--- src/nsr_pkg.sv ---
// constants, command codes and timing for the nonvolatile sram host controller
package nsr_pkg;

  // clock
  localparam int CLK_NS = 5;

  // sram access timing, slowest speed grade, plus input synchroniser latency
  localparam int ACCESS_NS   = 45;
  localparam int SYNC_STAGES = 2;
  localparam int ACCESS_CYC  = (ACCESS_NS + CLK_NS - 1) / CLK_NS + SYNC_STAGES;

  // nonvolatile timing, plain defaults (least times, rounded up)
  localparam int STORE_REQUEST_DELAY_NS      = 25000;
  localparam int SAVE_DURATION_NS            = 10000000;
  localparam int RESTORE_DURATION_NS         = 200000;
  localparam int POWERUP_RESTORE_DURATION_NS = 20000000;
  localparam int STORE_REQUEST_DELAY_CYC     = (STORE_REQUEST_DELAY_NS + CLK_NS - 1) / CLK_NS;
  localparam int SAVE_DURATION_CYC           = (SAVE_DURATION_NS + CLK_NS - 1) / CLK_NS;
  localparam int RESTORE_DURATION_CYC        = (RESTORE_DURATION_NS + CLK_NS - 1) / CLK_NS;
  localparam int POWERUP_RESTORE_CYC         = (POWERUP_RESTORE_DURATION_NS + CLK_NS - 1) / CLK_NS;

  // cycles after releasing the busy line before its level is trusted
  localparam int BUSY_SETTLE_CYC = 4;

  // command sequence addresses on the low sixteen address bits
  localparam logic [15:0] SEQ_ADDR_0       = 16'h4E38;
  localparam logic [15:0] SEQ_ADDR_1       = 16'hB1C7;
  localparam logic [15:0] SEQ_ADDR_2       = 16'h83E0;
  localparam logic [15:0] SEQ_ADDR_3       = 16'h7C1F;
  localparam logic [15:0] SEQ_ADDR_4       = 16'h703F;
  localparam logic [15:0] SEQ_ADDR_SAVE    = 16'h8FC0;
  localparam logic [15:0] SEQ_ADDR_RESTORE = 16'h4C63;
  localparam logic [15:0] SEQ_ADDR_PLS_DIS = 16'h8B45;
  localparam logic [15:0] SEQ_ADDR_PLS_EN  = 16'h4B46;
  localparam logic [2:0]  SEQ_LAST_STEP    = 3'h5;

  // widths
  localparam int ADDR_W = 17;
  localparam int DATA_W = 8;

  // host commands
  typedef enum logic [2:0] {
    NSR_OP_READ,
    NSR_OP_WRITE,
    NSR_OP_SAVE,
    NSR_OP_RESTORE,
    NSR_OP_PLS_DISABLE,
    NSR_OP_PLS_ENABLE,
    NSR_OP_HW_SAVE
  } nsr_op_e;

endpackage

--- src/nsr_host_ctrl.sv ---
// host controller driving a nonvolatile sram through its pins and store busy line
// Function
// RL1: device powers up with power-loss save enabled
// RL2: supply loss starts capacitor powered save
// RL3: power-loss and hardware saves need prior write
// RL4: sequence save runs even without writes
// RL5: busy line pulled low requests save
// RL6: device holds busy low during save
// RL7: writes blocked after busy line falls
// RL8: restore runs automatically after power up
// RL9: sequence starts 0x4E38, 0xB1C7, 0x83E0
// RL10: fourth 0x7C1F, fifth 0x703F
// RL11: sixth 0x8FC0 starts a save
// RL12: save erases then programs nonvolatile cells
// RL13: intervening access abandons the sequence
// RL14: sequence reads strobed by chip select
// RL15: write strobe high for all six reads
// RL16: only low sixteen address bits compared
// RL17: sixth 0x4C63 starts a restore
// RL18: restore clears then copies, needs restore time
// RL19: sixth 0x8B45 disables power-loss save
// RL20: sixth 0x4B46 enables power-loss save
// RL21: setting persists only after a later save
// RL22: low supply refuses writes and saves (the model refuses writes and hardware saves, not sequence saves)
// RL23: held write strobe blocked until new edge
// RL24: read is select and output strobe low
// RL25: write is select and write strobe low
// RL26: no access during save or restore
`timescale 1ns/100ps
module nsr_host_ctrl #(
  parameter int REQ_DELAY_CYC = nsr_pkg::STORE_REQUEST_DELAY_CYC,
  parameter int SAVE_CYC      = nsr_pkg::SAVE_DURATION_CYC,
  parameter int RESTORE_CYC   = nsr_pkg::RESTORE_DURATION_CYC,
  parameter int PWRUP_CYC     = nsr_pkg::POWERUP_RESTORE_CYC
) (
  input  wire logic                          clk,
  input  wire logic                          rst_n,
  input  wire logic                          cmdValid,
  input  wire nsr_pkg::nsr_op_e              cmdOp,
  input  wire logic [nsr_pkg::ADDR_W-1:0]    cmdAddr,
  input  wire logic [nsr_pkg::DATA_W-1:0]    cmdWrData,
  output logic                               cmdReady,
  output logic                               rspValid,
  output logic [nsr_pkg::DATA_W-1:0]         rspData,
  output logic [nsr_pkg::ADDR_W-1:0]         sramAddr,
  output logic                               sramCeN,
  output logic                               sramWeN,
  output logic                               sramOeN,
  output logic [nsr_pkg::DATA_W-1:0]         dqOut,
  output logic                               dqOe,
  input  wire logic [nsr_pkg::DATA_W-1:0]    dqIn,
  input  wire logic                          busyIn,
  output logic                               busyOut,
  output logic                               busyOe
);
  import nsr_pkg::*;

  typedef enum logic [2:0] {
    ST_PWRUP,
    ST_IDLE,
    ST_ACCESS,
    ST_GAP,
    ST_NVWAIT,
    ST_HWREQ,
    ST_BUSYWAIT
  } nsr_state_e;

  nsr_state_e           state_ff, nxt_state;
  nsr_op_e              op_ff, nxt_op;
  logic [31:0]          cnt_ff, nxt_cnt;
  logic [2:0]           step_ff, nxt_step;
  logic                 pending_ff, nxt_pending;
  logic                 cmdReady_ff, nxt_cmdReady;
  logic                 rspValid_ff, nxt_rspValid;
  logic [DATA_W-1:0]    rspData_ff, nxt_rspData;
  logic [ADDR_W-1:0]    sramAddr_ff, nxt_sramAddr;
  logic                 sramCeN_ff, nxt_sramCeN;
  logic                 sramWeN_ff, nxt_sramWeN;
  logic                 sramOeN_ff, nxt_sramOeN;
  logic [DATA_W-1:0]    dqOut_ff, nxt_dqOut;
  logic                 dqOe_ff, nxt_dqOe;
  logic                 busyOe_ff, nxt_busyOe;
  logic                 busyOut_ff;
  logic                 busySync1_ff, busySync2_ff;
  logic [DATA_W-1:0]    dqSync1_ff, dqSync2_ff;

  // command decode and sequence address selection
  wire              busyHigh    = busySync2_ff;
  wire              accept      = cmdValid && cmdReady_ff;
  wire              isSeqOp     = (op_ff == NSR_OP_SAVE) || (op_ff == NSR_OP_RESTORE) ||
                                  (op_ff == NSR_OP_PLS_DISABLE) || (op_ff == NSR_OP_PLS_ENABLE);
  wire              isNvOp      = (op_ff == NSR_OP_SAVE) || (op_ff == NSR_OP_RESTORE);
  wire              cmdIsSeq    = (cmdOp == NSR_OP_SAVE) || (cmdOp == NSR_OP_RESTORE) ||
                                  (cmdOp == NSR_OP_PLS_DISABLE) || (cmdOp == NSR_OP_PLS_ENABLE);
  wire [2:0]        stepNext    = step_ff + 3'h1;
  wire              seqMore     = isSeqOp && (step_ff != SEQ_LAST_STEP);
  wire [15:0]       prefixAddr  = (stepNext == 3'h1) ? SEQ_ADDR_1 :           // [RL9]
                                  (stepNext == 3'h2) ? SEQ_ADDR_2 :
                                  (stepNext == 3'h3) ? SEQ_ADDR_3 :           // [RL10]
                                  SEQ_ADDR_4;
  wire [15:0]       lastAddr    = (op_ff == NSR_OP_SAVE)    ? SEQ_ADDR_SAVE :    // [RL11]
                                  (op_ff == NSR_OP_RESTORE) ? SEQ_ADDR_RESTORE : // [RL17]
                                  (op_ff == NSR_OP_PLS_DISABLE) ? SEQ_ADDR_PLS_DIS : // [RL19]
                                  SEQ_ADDR_PLS_EN;                             // [RL20]
  // top address bit held low, the decoder ignores it
  wire [ADDR_W-1:0] seqNextAddr = {1'b0, (stepNext == SEQ_LAST_STEP) ? lastAddr : prefixAddr}; // [RL16]
  wire [31:0]       nvCycles    = (op_ff == NSR_OP_SAVE) ? 32'(SAVE_CYC) : 32'(RESTORE_CYC);
  wire [31:0]       cntInc      = cnt_ff + 32'h1;

  // next-state logic
  always_comb begin
    nxt_state    = state_ff;
    nxt_op       = op_ff;
    nxt_cnt      = cntInc;
    nxt_step     = step_ff;
    nxt_pending  = pending_ff;
    nxt_rspValid = 1'b0;
    nxt_rspData  = rspData_ff;
    nxt_sramAddr = sramAddr_ff;
    nxt_sramCeN  = sramCeN_ff;
    nxt_sramWeN  = sramWeN_ff;
    nxt_sramOeN  = sramOeN_ff;
    nxt_dqOut    = dqOut_ff;
    nxt_dqOe     = dqOe_ff;
    nxt_busyOe   = busyOe_ff;
    case (state_ff)
      ST_PWRUP: begin
        // wait out the automatic power-up restore
        if (cnt_ff >= 32'(PWRUP_CYC) - 32'h1) begin // [RL8]
          nxt_state = ST_BUSYWAIT;
          nxt_cnt   = 32'h0;
        end
      end
      ST_IDLE: begin
        nxt_cnt = 32'h0;
        if (accept) begin
          nxt_op      = cmdOp;
          nxt_pending = 1'b1;
          nxt_step    = 3'h0;
          if (cmdOp == NSR_OP_HW_SAVE) begin
            nxt_state  = ST_HWREQ;
            nxt_busyOe = 1'b1; // [RL5]
          end else begin
            nxt_state    = ST_ACCESS;
            nxt_sramCeN  = 1'b0;
            nxt_sramAddr = cmdIsSeq ? {1'b0, SEQ_ADDR_0} : cmdAddr; // [RL9]
            // sequence steps are chip-select reads with write strobe high
            nxt_sramWeN  = (cmdOp != NSR_OP_WRITE); // [RL15] [RL25]
            nxt_sramOeN  = (cmdOp != NSR_OP_READ);  // [RL14] [RL24]
            nxt_dqOe     = (cmdOp == NSR_OP_WRITE);
            nxt_dqOut    = cmdWrData;
          end
        end
      end
      ST_ACCESS: begin
        if (cnt_ff >= 32'(ACCESS_CYC) - 32'h1) begin
          // end every cycle with a strobe edge so a held write is never left over
          nxt_state   = ST_GAP;
          nxt_sramCeN = 1'b1; // [RL23]
          nxt_sramWeN = 1'b1;
          nxt_sramOeN = 1'b1;
          nxt_dqOe    = 1'b0;
          if (op_ff == NSR_OP_READ) begin
            nxt_rspData = dqSync2_ff;
          end
        end
      end
      ST_GAP: begin
        nxt_cnt = 32'h0;
        // six reads back to back, nothing else on the bus in between
        if (seqMore) begin // [RL13]
          nxt_state    = ST_ACCESS;
          nxt_step     = stepNext;
          nxt_sramAddr = seqNextAddr;
          nxt_sramCeN  = 1'b0;
        end else if (isNvOp) begin
          nxt_state = ST_NVWAIT; // [RL26]
        end else begin
          // a new loss-save setting sticks only after a later save
          nxt_state    = ST_IDLE; // [RL21]
          nxt_pending  = 1'b0;
          nxt_rspValid = 1'b1;
        end
      end
      ST_NVWAIT: begin
        // pins stay idle until the save or restore time has run out
        if (cnt_ff >= nvCycles - 32'h1) begin // [RL11] [RL18]
          nxt_state = ST_BUSYWAIT;
          nxt_cnt   = 32'h0;
        end
      end
      ST_HWREQ: begin
        // hold the request over the store request delay, then let go
        if (cnt_ff >= 32'(REQ_DELAY_CYC) - 32'h1) begin // [RL5]
          nxt_state  = ST_BUSYWAIT;
          nxt_busyOe = 1'b0;
          nxt_cnt    = 32'h0;
        end
      end
      ST_BUSYWAIT: begin
        // no access while the device holds the busy line low
        if (cnt_ff >= 32'(BUSY_SETTLE_CYC) && busyHigh) begin // [RL6] [RL7]
          nxt_state    = ST_IDLE;
          nxt_pending  = 1'b0;
          nxt_rspValid = pending_ff;
          nxt_cnt      = 32'h0;
        end
      end
      default: begin
        nxt_state = ST_IDLE;
      end
    endcase
    nxt_cmdReady = (nxt_state == ST_IDLE) && busyHigh && !accept; // [RL26]
  end

  // input synchronisers for the busy line and data pins
  always_ff @(posedge clk or negedge rst_n) begin
    if (!rst_n) begin
      busySync1_ff <= 1'b1;
      busySync2_ff <= 1'b1;
      dqSync1_ff   <= 8'h00;
      dqSync2_ff   <= 8'h00;
    end else begin
      busySync1_ff <= busyIn;
      busySync2_ff <= busySync1_ff;
      dqSync1_ff   <= dqIn;
      dqSync2_ff   <= dqSync1_ff;
    end
  end

  // state and pin registers
  always_ff @(posedge clk or negedge rst_n) begin
    if (!rst_n) begin
      state_ff    <= ST_PWRUP;
      op_ff       <= NSR_OP_READ;
      cnt_ff      <= 32'h0;
      step_ff     <= 3'h0;
      pending_ff  <= 1'b0;
      cmdReady_ff <= 1'b0;
      rspValid_ff <= 1'b0;
      rspData_ff  <= 8'h00;
      sramAddr_ff <= 17'h00000;
      sramCeN_ff  <= 1'b1;
      sramWeN_ff  <= 1'b1;
      sramOeN_ff  <= 1'b1;
      dqOut_ff    <= 8'h00;
      dqOe_ff     <= 1'b0;
      busyOe_ff   <= 1'b0;
      busyOut_ff  <= 1'b0;
    end else begin
      state_ff    <= nxt_state;
      op_ff       <= nxt_op;
      cnt_ff      <= nxt_cnt;
      step_ff     <= nxt_step;
      pending_ff  <= nxt_pending;
      cmdReady_ff <= nxt_cmdReady;
      rspValid_ff <= nxt_rspValid;
      rspData_ff  <= nxt_rspData;
      sramAddr_ff <= nxt_sramAddr;
      sramCeN_ff  <= nxt_sramCeN;
      sramWeN_ff  <= nxt_sramWeN;
      sramOeN_ff  <= nxt_sramOeN;
      dqOut_ff    <= nxt_dqOut;
      dqOe_ff     <= nxt_dqOe;
      busyOe_ff   <= nxt_busyOe;
      busyOut_ff  <= 1'b0; // open drain, only ever pulls low
    end
  end

  // outputs straight from registers
  assign cmdReady = cmdReady_ff;
  assign rspValid = rspValid_ff;
  assign rspData  = rspData_ff;
  assign sramAddr = sramAddr_ff;
  assign sramCeN  = sramCeN_ff;
  assign sramWeN  = sramWeN_ff;
  assign sramOeN  = sramOeN_ff;
  assign dqOut    = dqOut_ff;
  assign dqOe     = dqOe_ff;
  assign busyOut  = busyOut_ff;
  assign busyOe   = busyOe_ff;

endmodule

--- config.mk ---
export PLATFORM = sky130hd
export DESIGN_NAME = nsr_host_ctrl
export DESIGN_NICKNAME = d
export VERILOG_FILES = /design/src/nsr_pkg.sv /design/src/nsr_host_ctrl.sv
export SDC_FILE = /design/constraint.sdc
export NUM_CORES = 1
export LEC_CHECK = 0
export ABC_AREA = 1
export BUFFER_PORTS_ARGS = -buffer_cell sky130_fd_sc_hd__buf_2
export CAP_MARGIN = 10
export CORE_MARGIN = 2
export CORE_UTILIZATION = 56
export DETAILED_ROUTE_END_ITERATION = 12
export PLACE_DENSITY = 0.78
export SYNTH_ARGS = -nofsm -noshare
export SYNTH_HDL_FRONTEND = slang
export SYNTH_SLANG_ARGS = --single-unit
--- constraint.sdc ---
create_clock -name clk -period 4.1 [get_ports clk]
set_clock_uncertainty 0.15 [all_clocks]
set_input_delay 0.82 -clock clk [delete_from_list [all_inputs] [get_ports clk]]
set_output_delay 0.82 -clock clk [all_outputs]
set_load 0.01 [all_outputs]
; Word level (Yosys, flattened, before mapping)
; Cells that the tools add are included.
[op_classes]
add_sub_neg = 3
n_lt_le_gt_ge = 5
n_eq_ne = 32
mux = 59
bitwise = 1
reduce_logical = 30
[op_table]
columns = cell, count
row1 = $pmux W32 S5, 1
row2 = $mux W32, 4
row3 = $mux W16, 6
row4 = $mux W17, 4
row5 = $pmux W17 S2, 1
row6 = $mux W3, 11
row7 = $add A32 B1 Y32 const B, 1
row8 = $ge A32 B13 Y1 const B, 1
row9 = $ge A32 B22 Y1 const B, 1
row10 = $ge A32 B3 Y1 const B, 1
row11 = $ge A32 B32 Y1, 1
row12 = $ge A32 B4 Y1 const B, 1
row13 = $eq A3 B3 Y1 const B, 9
row14 = $eq A3 B2 Y1 const B, 8
row15 = $sub A21 B1 Y22 const B, 1
row16 = $mux W1, 21
row17 = $mux W21, 1
row18 = $pmux W3 S7, 1
row19 = $ne A2 B2 Y1 const B, 9
row20 = $eq A3 B1 Y1 const B, 4
row21 = $mux W12, 1
row22 = $reduce_and A4 Y1, 3
row23 = $pmux W1 S2, 5
row24 = $reduce_and A5 Y1, 2
row25 = 15 further kinds, 32
[word_totals]
reg_bits = 100
input_bits = 40
output_inout_bits = 41

; Depth between registers and ports, before layout
[depth]
word_depth = 10
mapped_depth = 17

; Worst setup path before layout
; Ideal clock, no wire load.
[synth_path]
kind = reg2reg
from = register op_ff[2]
to = register cnt_ff[12]
setup_time_ns = 0.128
t_arrival_ns = 2.065
required_ns = 3.822
path_slack_ns = 1.758
stages_incl_launch_ff = 16
n_path_buf = 1
path_cell_list = dfrtp_1 inv_1 nand2_1 nor2_1 inv_1 ha_1 nand2_1 inv_1 nand3_1 nor3_4 nand2_2 nand3_2 nand2_4 nor2_8 buf_12 nor2_4
[synth_between]
elab_chain_cells = 6
[synth_lines]
columns = element, line_no
row1 = start: declaration, nsr_host_ctrl.sv:69  ; nsr_op_e op_ff, nxt_op;
row2 = start signal: assignment, nsr_host_ctrl.sv:252  ; op_ff <= nxt_op;
row3 = $eq A3 B2 Y1, nsr_host_ctrl.sv:107  ; wire [31:0] nvCycles = (op_ff == NSR_OP_SAVE) ? 32'(SAVE_CYC) : 32'(RESTORE_CYC);
row4 = $mux W21, nsr_host_ctrl.sv:107
row5 = $sub A21 B1 Y22, nsr_host_ctrl.sv:187  ; if (cnt_ff >= nvCycles - 32'h1) begin
row6 = $ge A32 B32 Y1, nsr_host_ctrl.sv:187
row7 = $mux W32, nsr_host_ctrl.sv:187
row8 = $pmux W32 S5, nsr_host_ctrl.sv:126  ; case (state_ff)
row9 = net nxt_cnt[12], nsr_host_ctrl.sv:70  ; logic [31:0] cnt_ff, nxt_cnt;
row10 = end signal: assignment, nsr_host_ctrl.sv:253  ; cnt_ff <= nxt_cnt;
row11 = end: declaration, nsr_host_ctrl.sv:70
; The timed path passes the listed nets, and every way through them passes these cells.
; A chain may end at the register's enable or synchronous reset.

; Worst setup path in the final report
[layout_path]
from = register op_ff[2]
to = register cnt_ff[6]
; The elaborated chain is that of the path after synthesis.

==> run summary <==
================================================================================
Outcome                                                                completed
Clock Tree Buf Depth                                                           2
Asr flop ratio synth                                                        1.00
Overall routing resource usage                                             0.236
Residual antenna-violating net count after detailed routing                    0
Number of global-route vias before repair                                  4,486
Final critical-path required period                                      3.24 ns
Setup TNS after final layout                                                0 ns
Layout cells sized above 1                                                 0.240
Max-slew headroom at the worst pin                                         0.311
Die outline area                                                     10,800 um^2
Setup slack after layout                                                0.855 ns
# placed instances                                                           874
Pwr/cell area                                                        561 nW/um^2
Area added between synthesis and finish                                    12.8%
Net count after synthesis                                                    720
RD Place Congestion                                                        0.944
Combinational share of power                                               0.415
Root buffer cell                                                    sky130_fd_sc_hd__clkbuf_8
Total setup violations reported at the end of the flow                         0
Routed wire length                                                     12,400 um
Critical Setup Path Class                                           flop to flop
Final worst path period share                                              0.791
Count of flip-flops with a built-in enable after synthesis                     0
Uppermost routed layer                                                      met4
Final Cell Area                                                        6290 um^2
Clock sink count                                                             100
Prevailing post-synth register cell                                 sky130_fd_sc_hd__dfrtp_1
Routed length on met1                                                    5250 um
Final core area utilization                                                0.647
Post-cts gate resize count                                                     0
TritonCTS clock tree                                                        done
Die Width                                                                 104 um
Clock network power share                                                  0.186
Sequential share of the synthesized area                                   0.449
Synthesized area                                                       5580 um^2
Cts bufs inserted                                                              9
Port Buffers                                                                  79
Maximum number of pins on one net before global-route repair                  85
Setup crit start kind                                                       flop
Post-CTS Repair Setup Buffers                                                  0
First-pass GRT wire length                                             20,800 um
Warning count from the yosys run                                               0
Worst setup timing slack at the placement stage                         0.897 ns
Die boundary height                                                       104 um
Final hold violation count                                                     0
FILL cells                                                                   830
Total overflow reported by the global router                                   0
Category of the worst setup path capture point                              flop
Post-synthesis instance total                                                667
Mean instance size in the synthesized netlist                          8.37 um^2
Number of rows created at floorplan                                           36
Max Transition Viols Final                                                     0
DR WL met3                                                                738 um
Number of unique standard cell types used by synthesis                        38
Clock Latency Late Sink                                                  0.38 ns
Worst EP required                                                        4.22 ns
Arrival time of the worst setup path                                     3.37 ns
Routed length on met2                                                    6150 um
Proportion of total power due to net switching                             0.430
RSZ-0062 raised after global routing                                       false
Reg power frac                                                             0.399
Total chip power                                                         3.53 mW
H-tree levels                                                                  3
Total via count in the routed design                                       4,639
Area of the core                                                       9730 um^2
Highest attainable clock frequency                                       308 MHz
Total Nets Final                                                             805
Initial Utilization                                                        0.574
Mean number of vias per cell                                                5.21
Post-route insts no fill                                                     890
First DRT Iteration DRCs                                                     255
FF+latch count, synth                                                        100
Worst hold slack                                                        0.210 ns
HP Class                                                            flop to flop
Half-perimeter wire length after detailed placement                      9350 um
Detailed-router iteration count before antenna repair                          5
Average wire per standard cell                                           13.9 um
Antenna diode count                                                            0
Worst voltage drop across the vdd grid                                    272 uV
Design internal power                                                    2.01 mW
CTS hold repair buffers                                                        0
Transition time at the pin with the least slew margin                    1.03 ns
Switching power summed over all nets                                     1.52 mW
Number of antenna violations at the first check in global routing              0
Cell leakage power                                                       3.06 nW
Max-cap violations                                                             0
Clock-pin slew on the worst setup and hold paths                         0.11 ns
I/O pins                                                                      81
Detailed-route DRC error count                                                 0
Crit-path max FO                                                              21
Placement-stage cell area                                              6080 um^2
================================================================================
==> cell usage after synthesis (7+ instances only) <==
master                    number  area share
sky130_fd_sc_hd__dfrtp_1      95        0.43
sky130_fd_sc_hd__nor2_4       38       0.077
sky130_fd_sc_hd__nor3_1       18       0.016
sky130_fd_sc_hd__inv_2        10      0.0067
sky130_fd_sc_hd__nor2_1       78       0.052
sky130_fd_sc_hd__xor2_1       19       0.030
sky130_fd_sc_hd__nor2_2        9       0.010
sky130_fd_sc_hd__inv_1        67       0.045
sky130_fd_sc_hd__nand2_1     169        0.11
sky130_fd_sc_hd__nand3_1      34       0.030
sky130_fd_sc_hd__nand4_1       7      0.0078
sky130_fd_sc_hd__nand2_2      11       0.012
sky130_fd_sc_hd__o21ai_1      15       0.013
sky130_fd_sc_hd__a21oi_1      11      0.0099
sky130_fd_sc_hd__ha_1         13       0.029
sky130_fd_sc_hd__o21ai_0      21       0.019
==> critical path: stages (launching register included) <==
cell and delay (ns):
sky130_fd_sc_hd__dfrtp_1 0.43, sky130_fd_sc_hd__inv_1 0.06, sky130_fd_sc_hd__nand2_1 0.10, sky130_fd_sc_hd__nor2_1 0.31, sky130_fd_sc_hd__inv_1 0.19, sky130_fd_sc_hd__ha_1 0.34
sky130_fd_sc_hd__nand2_1 0.05, sky130_fd_sc_hd__inv_1 0.07, sky130_fd_sc_hd__nand3_1 0.11, sky130_fd_sc_hd__nor3_4 0.18, sky130_fd_sc_hd__nand2_2 0.08, sky130_fd_sc_hd__nand3_2 0.08
sky130_fd_sc_hd__nand2_4 0.06, sky130_fd_sc_hd__nor2_8 0.53, sky130_fd_sc_hd__buf_4 0.34, sky130_fd_sc_hd__nor2_4 0.04
==> cells by family (layout without fill, tap and decap cells) <==
| kind of cell | Yosys count | after routing | share of synthesized area |
|---|---|---|---|
| AO/OA/AOI/OAI | 64 | 64 | 0.0668 |
| XOR/XNOR | 25 | 25 | 0.0392 |
| adder cells (fa/ha/maj) | 13 | 13 | 0.0291 |
| buffers and inverters | 86 | 176 | 0.0684 |
| flip-flops | 100 | 100 | 0.449 |
| other | 1 | 1 | 0.000672 |
| AND/OR/NAND/NOR | 378 | 378 | 0.346 |
==> power by group through the flow <==
stage	Combinational (mW)	Sequential (mW)	Clock, mW
after detailed placement	1.47	1.42	0
after global routing	1.62	1.44	0.716
after global placement	1.43	1.41	0
after CTS	1.48	1.40	0.670
final	1.47	1.41	0.656
after floorplan	1.08	1.48	0
==> path summary, 6_finish.rpt <==
path / startpoint / to / slack [ns] / cells past startpoint
hold / removal: dqSync1_ff[2] / dqSync2_ff[2] / 0.21 / 0
max in group asynchronous: rst_n / cnt_ff[15] / 2.49 / 2
hold reg to reg: dqSync1_ff[2] / dqSync2_ff[2] / 0.21 / 0
setup reg to reg: op_ff[2] / cnt_ff[6] / 0.86 / 15
min in group asynchronous: rst_n / sramAddr[5] / 0.47 / 1
setup / recovery: op_ff[2] / cnt_ff[6] / 0.86 / 15
==> registers in the layout, indices dropped and copies added (netlist names), 3 cells and up <==
signal	count
dqSync2_ff	8
dqOut	8
state_ff	3
dqSync1_ff	8
op_ff	3
rspData	8
sramAddr	17
cnt_ff	32
step_ff	3
==> layout make-up <==
class	count	area, um^2	area share
Clock inverter	7	86.3	0.0137
Multi-Input combinational cell	481	2690	0.428
Tap cell	133	166	0.0264
Clock buffer	9	124	0.0197
Inverter	77	289	0.0459
Timing Repair Buffer	83	428	0.0680
Sequential cell	100	2510	0.399
==> cells in the final DEF, fill, tap and decap left out, types with 5 or more instances in the layout <==
cell type and n:
sky130_fd_sc_hd__nor2_4 38, sky130_fd_sc_hd__buf_2 78, sky130_fd_sc_hd__xor2_1 19, sky130_fd_sc_hd__clkbuf_8 9, sky130_fd_sc_hd__a2bb2oi_1 5, sky130_fd_sc_hd__nor2_2 9
sky130_fd_sc_hd__nand4_1 7, sky130_fd_sc_hd__inv_2 10, sky130_fd_sc_hd__ha_1 13, sky130_fd_sc_hd__nand2_1 169, sky130_fd_sc_hd__nor2_1 78, sky130_fd_sc_hd__nand3_1 34
sky130_fd_sc_hd__xnor2_1 6, sky130_fd_sc_hd__nand2_2 11, sky130_fd_sc_hd__inv_1 67, sky130_fd_sc_hd__o21ai_1 15, sky130_fd_sc_hd__a21oi_1 11, sky130_fd_sc_hd__dfstp_2 5
sky130_fd_sc_hd__nor3_1 18, sky130_fd_sc_hd__dfrtp_1 95, sky130_fd_sc_hd__buf_4 5, sky130_fd_sc_hd__o21ai_0 21
==> metal layers <==
metal / global-route usage / vias to the layer above
met5: 0 / -
met4: 0.0685 / 0
met3: 0.0478 / 21
met2: 0.413 / 154
met1: 0.298 / 2187
li1: - / 2277
(Power assumes the default switching activity.)
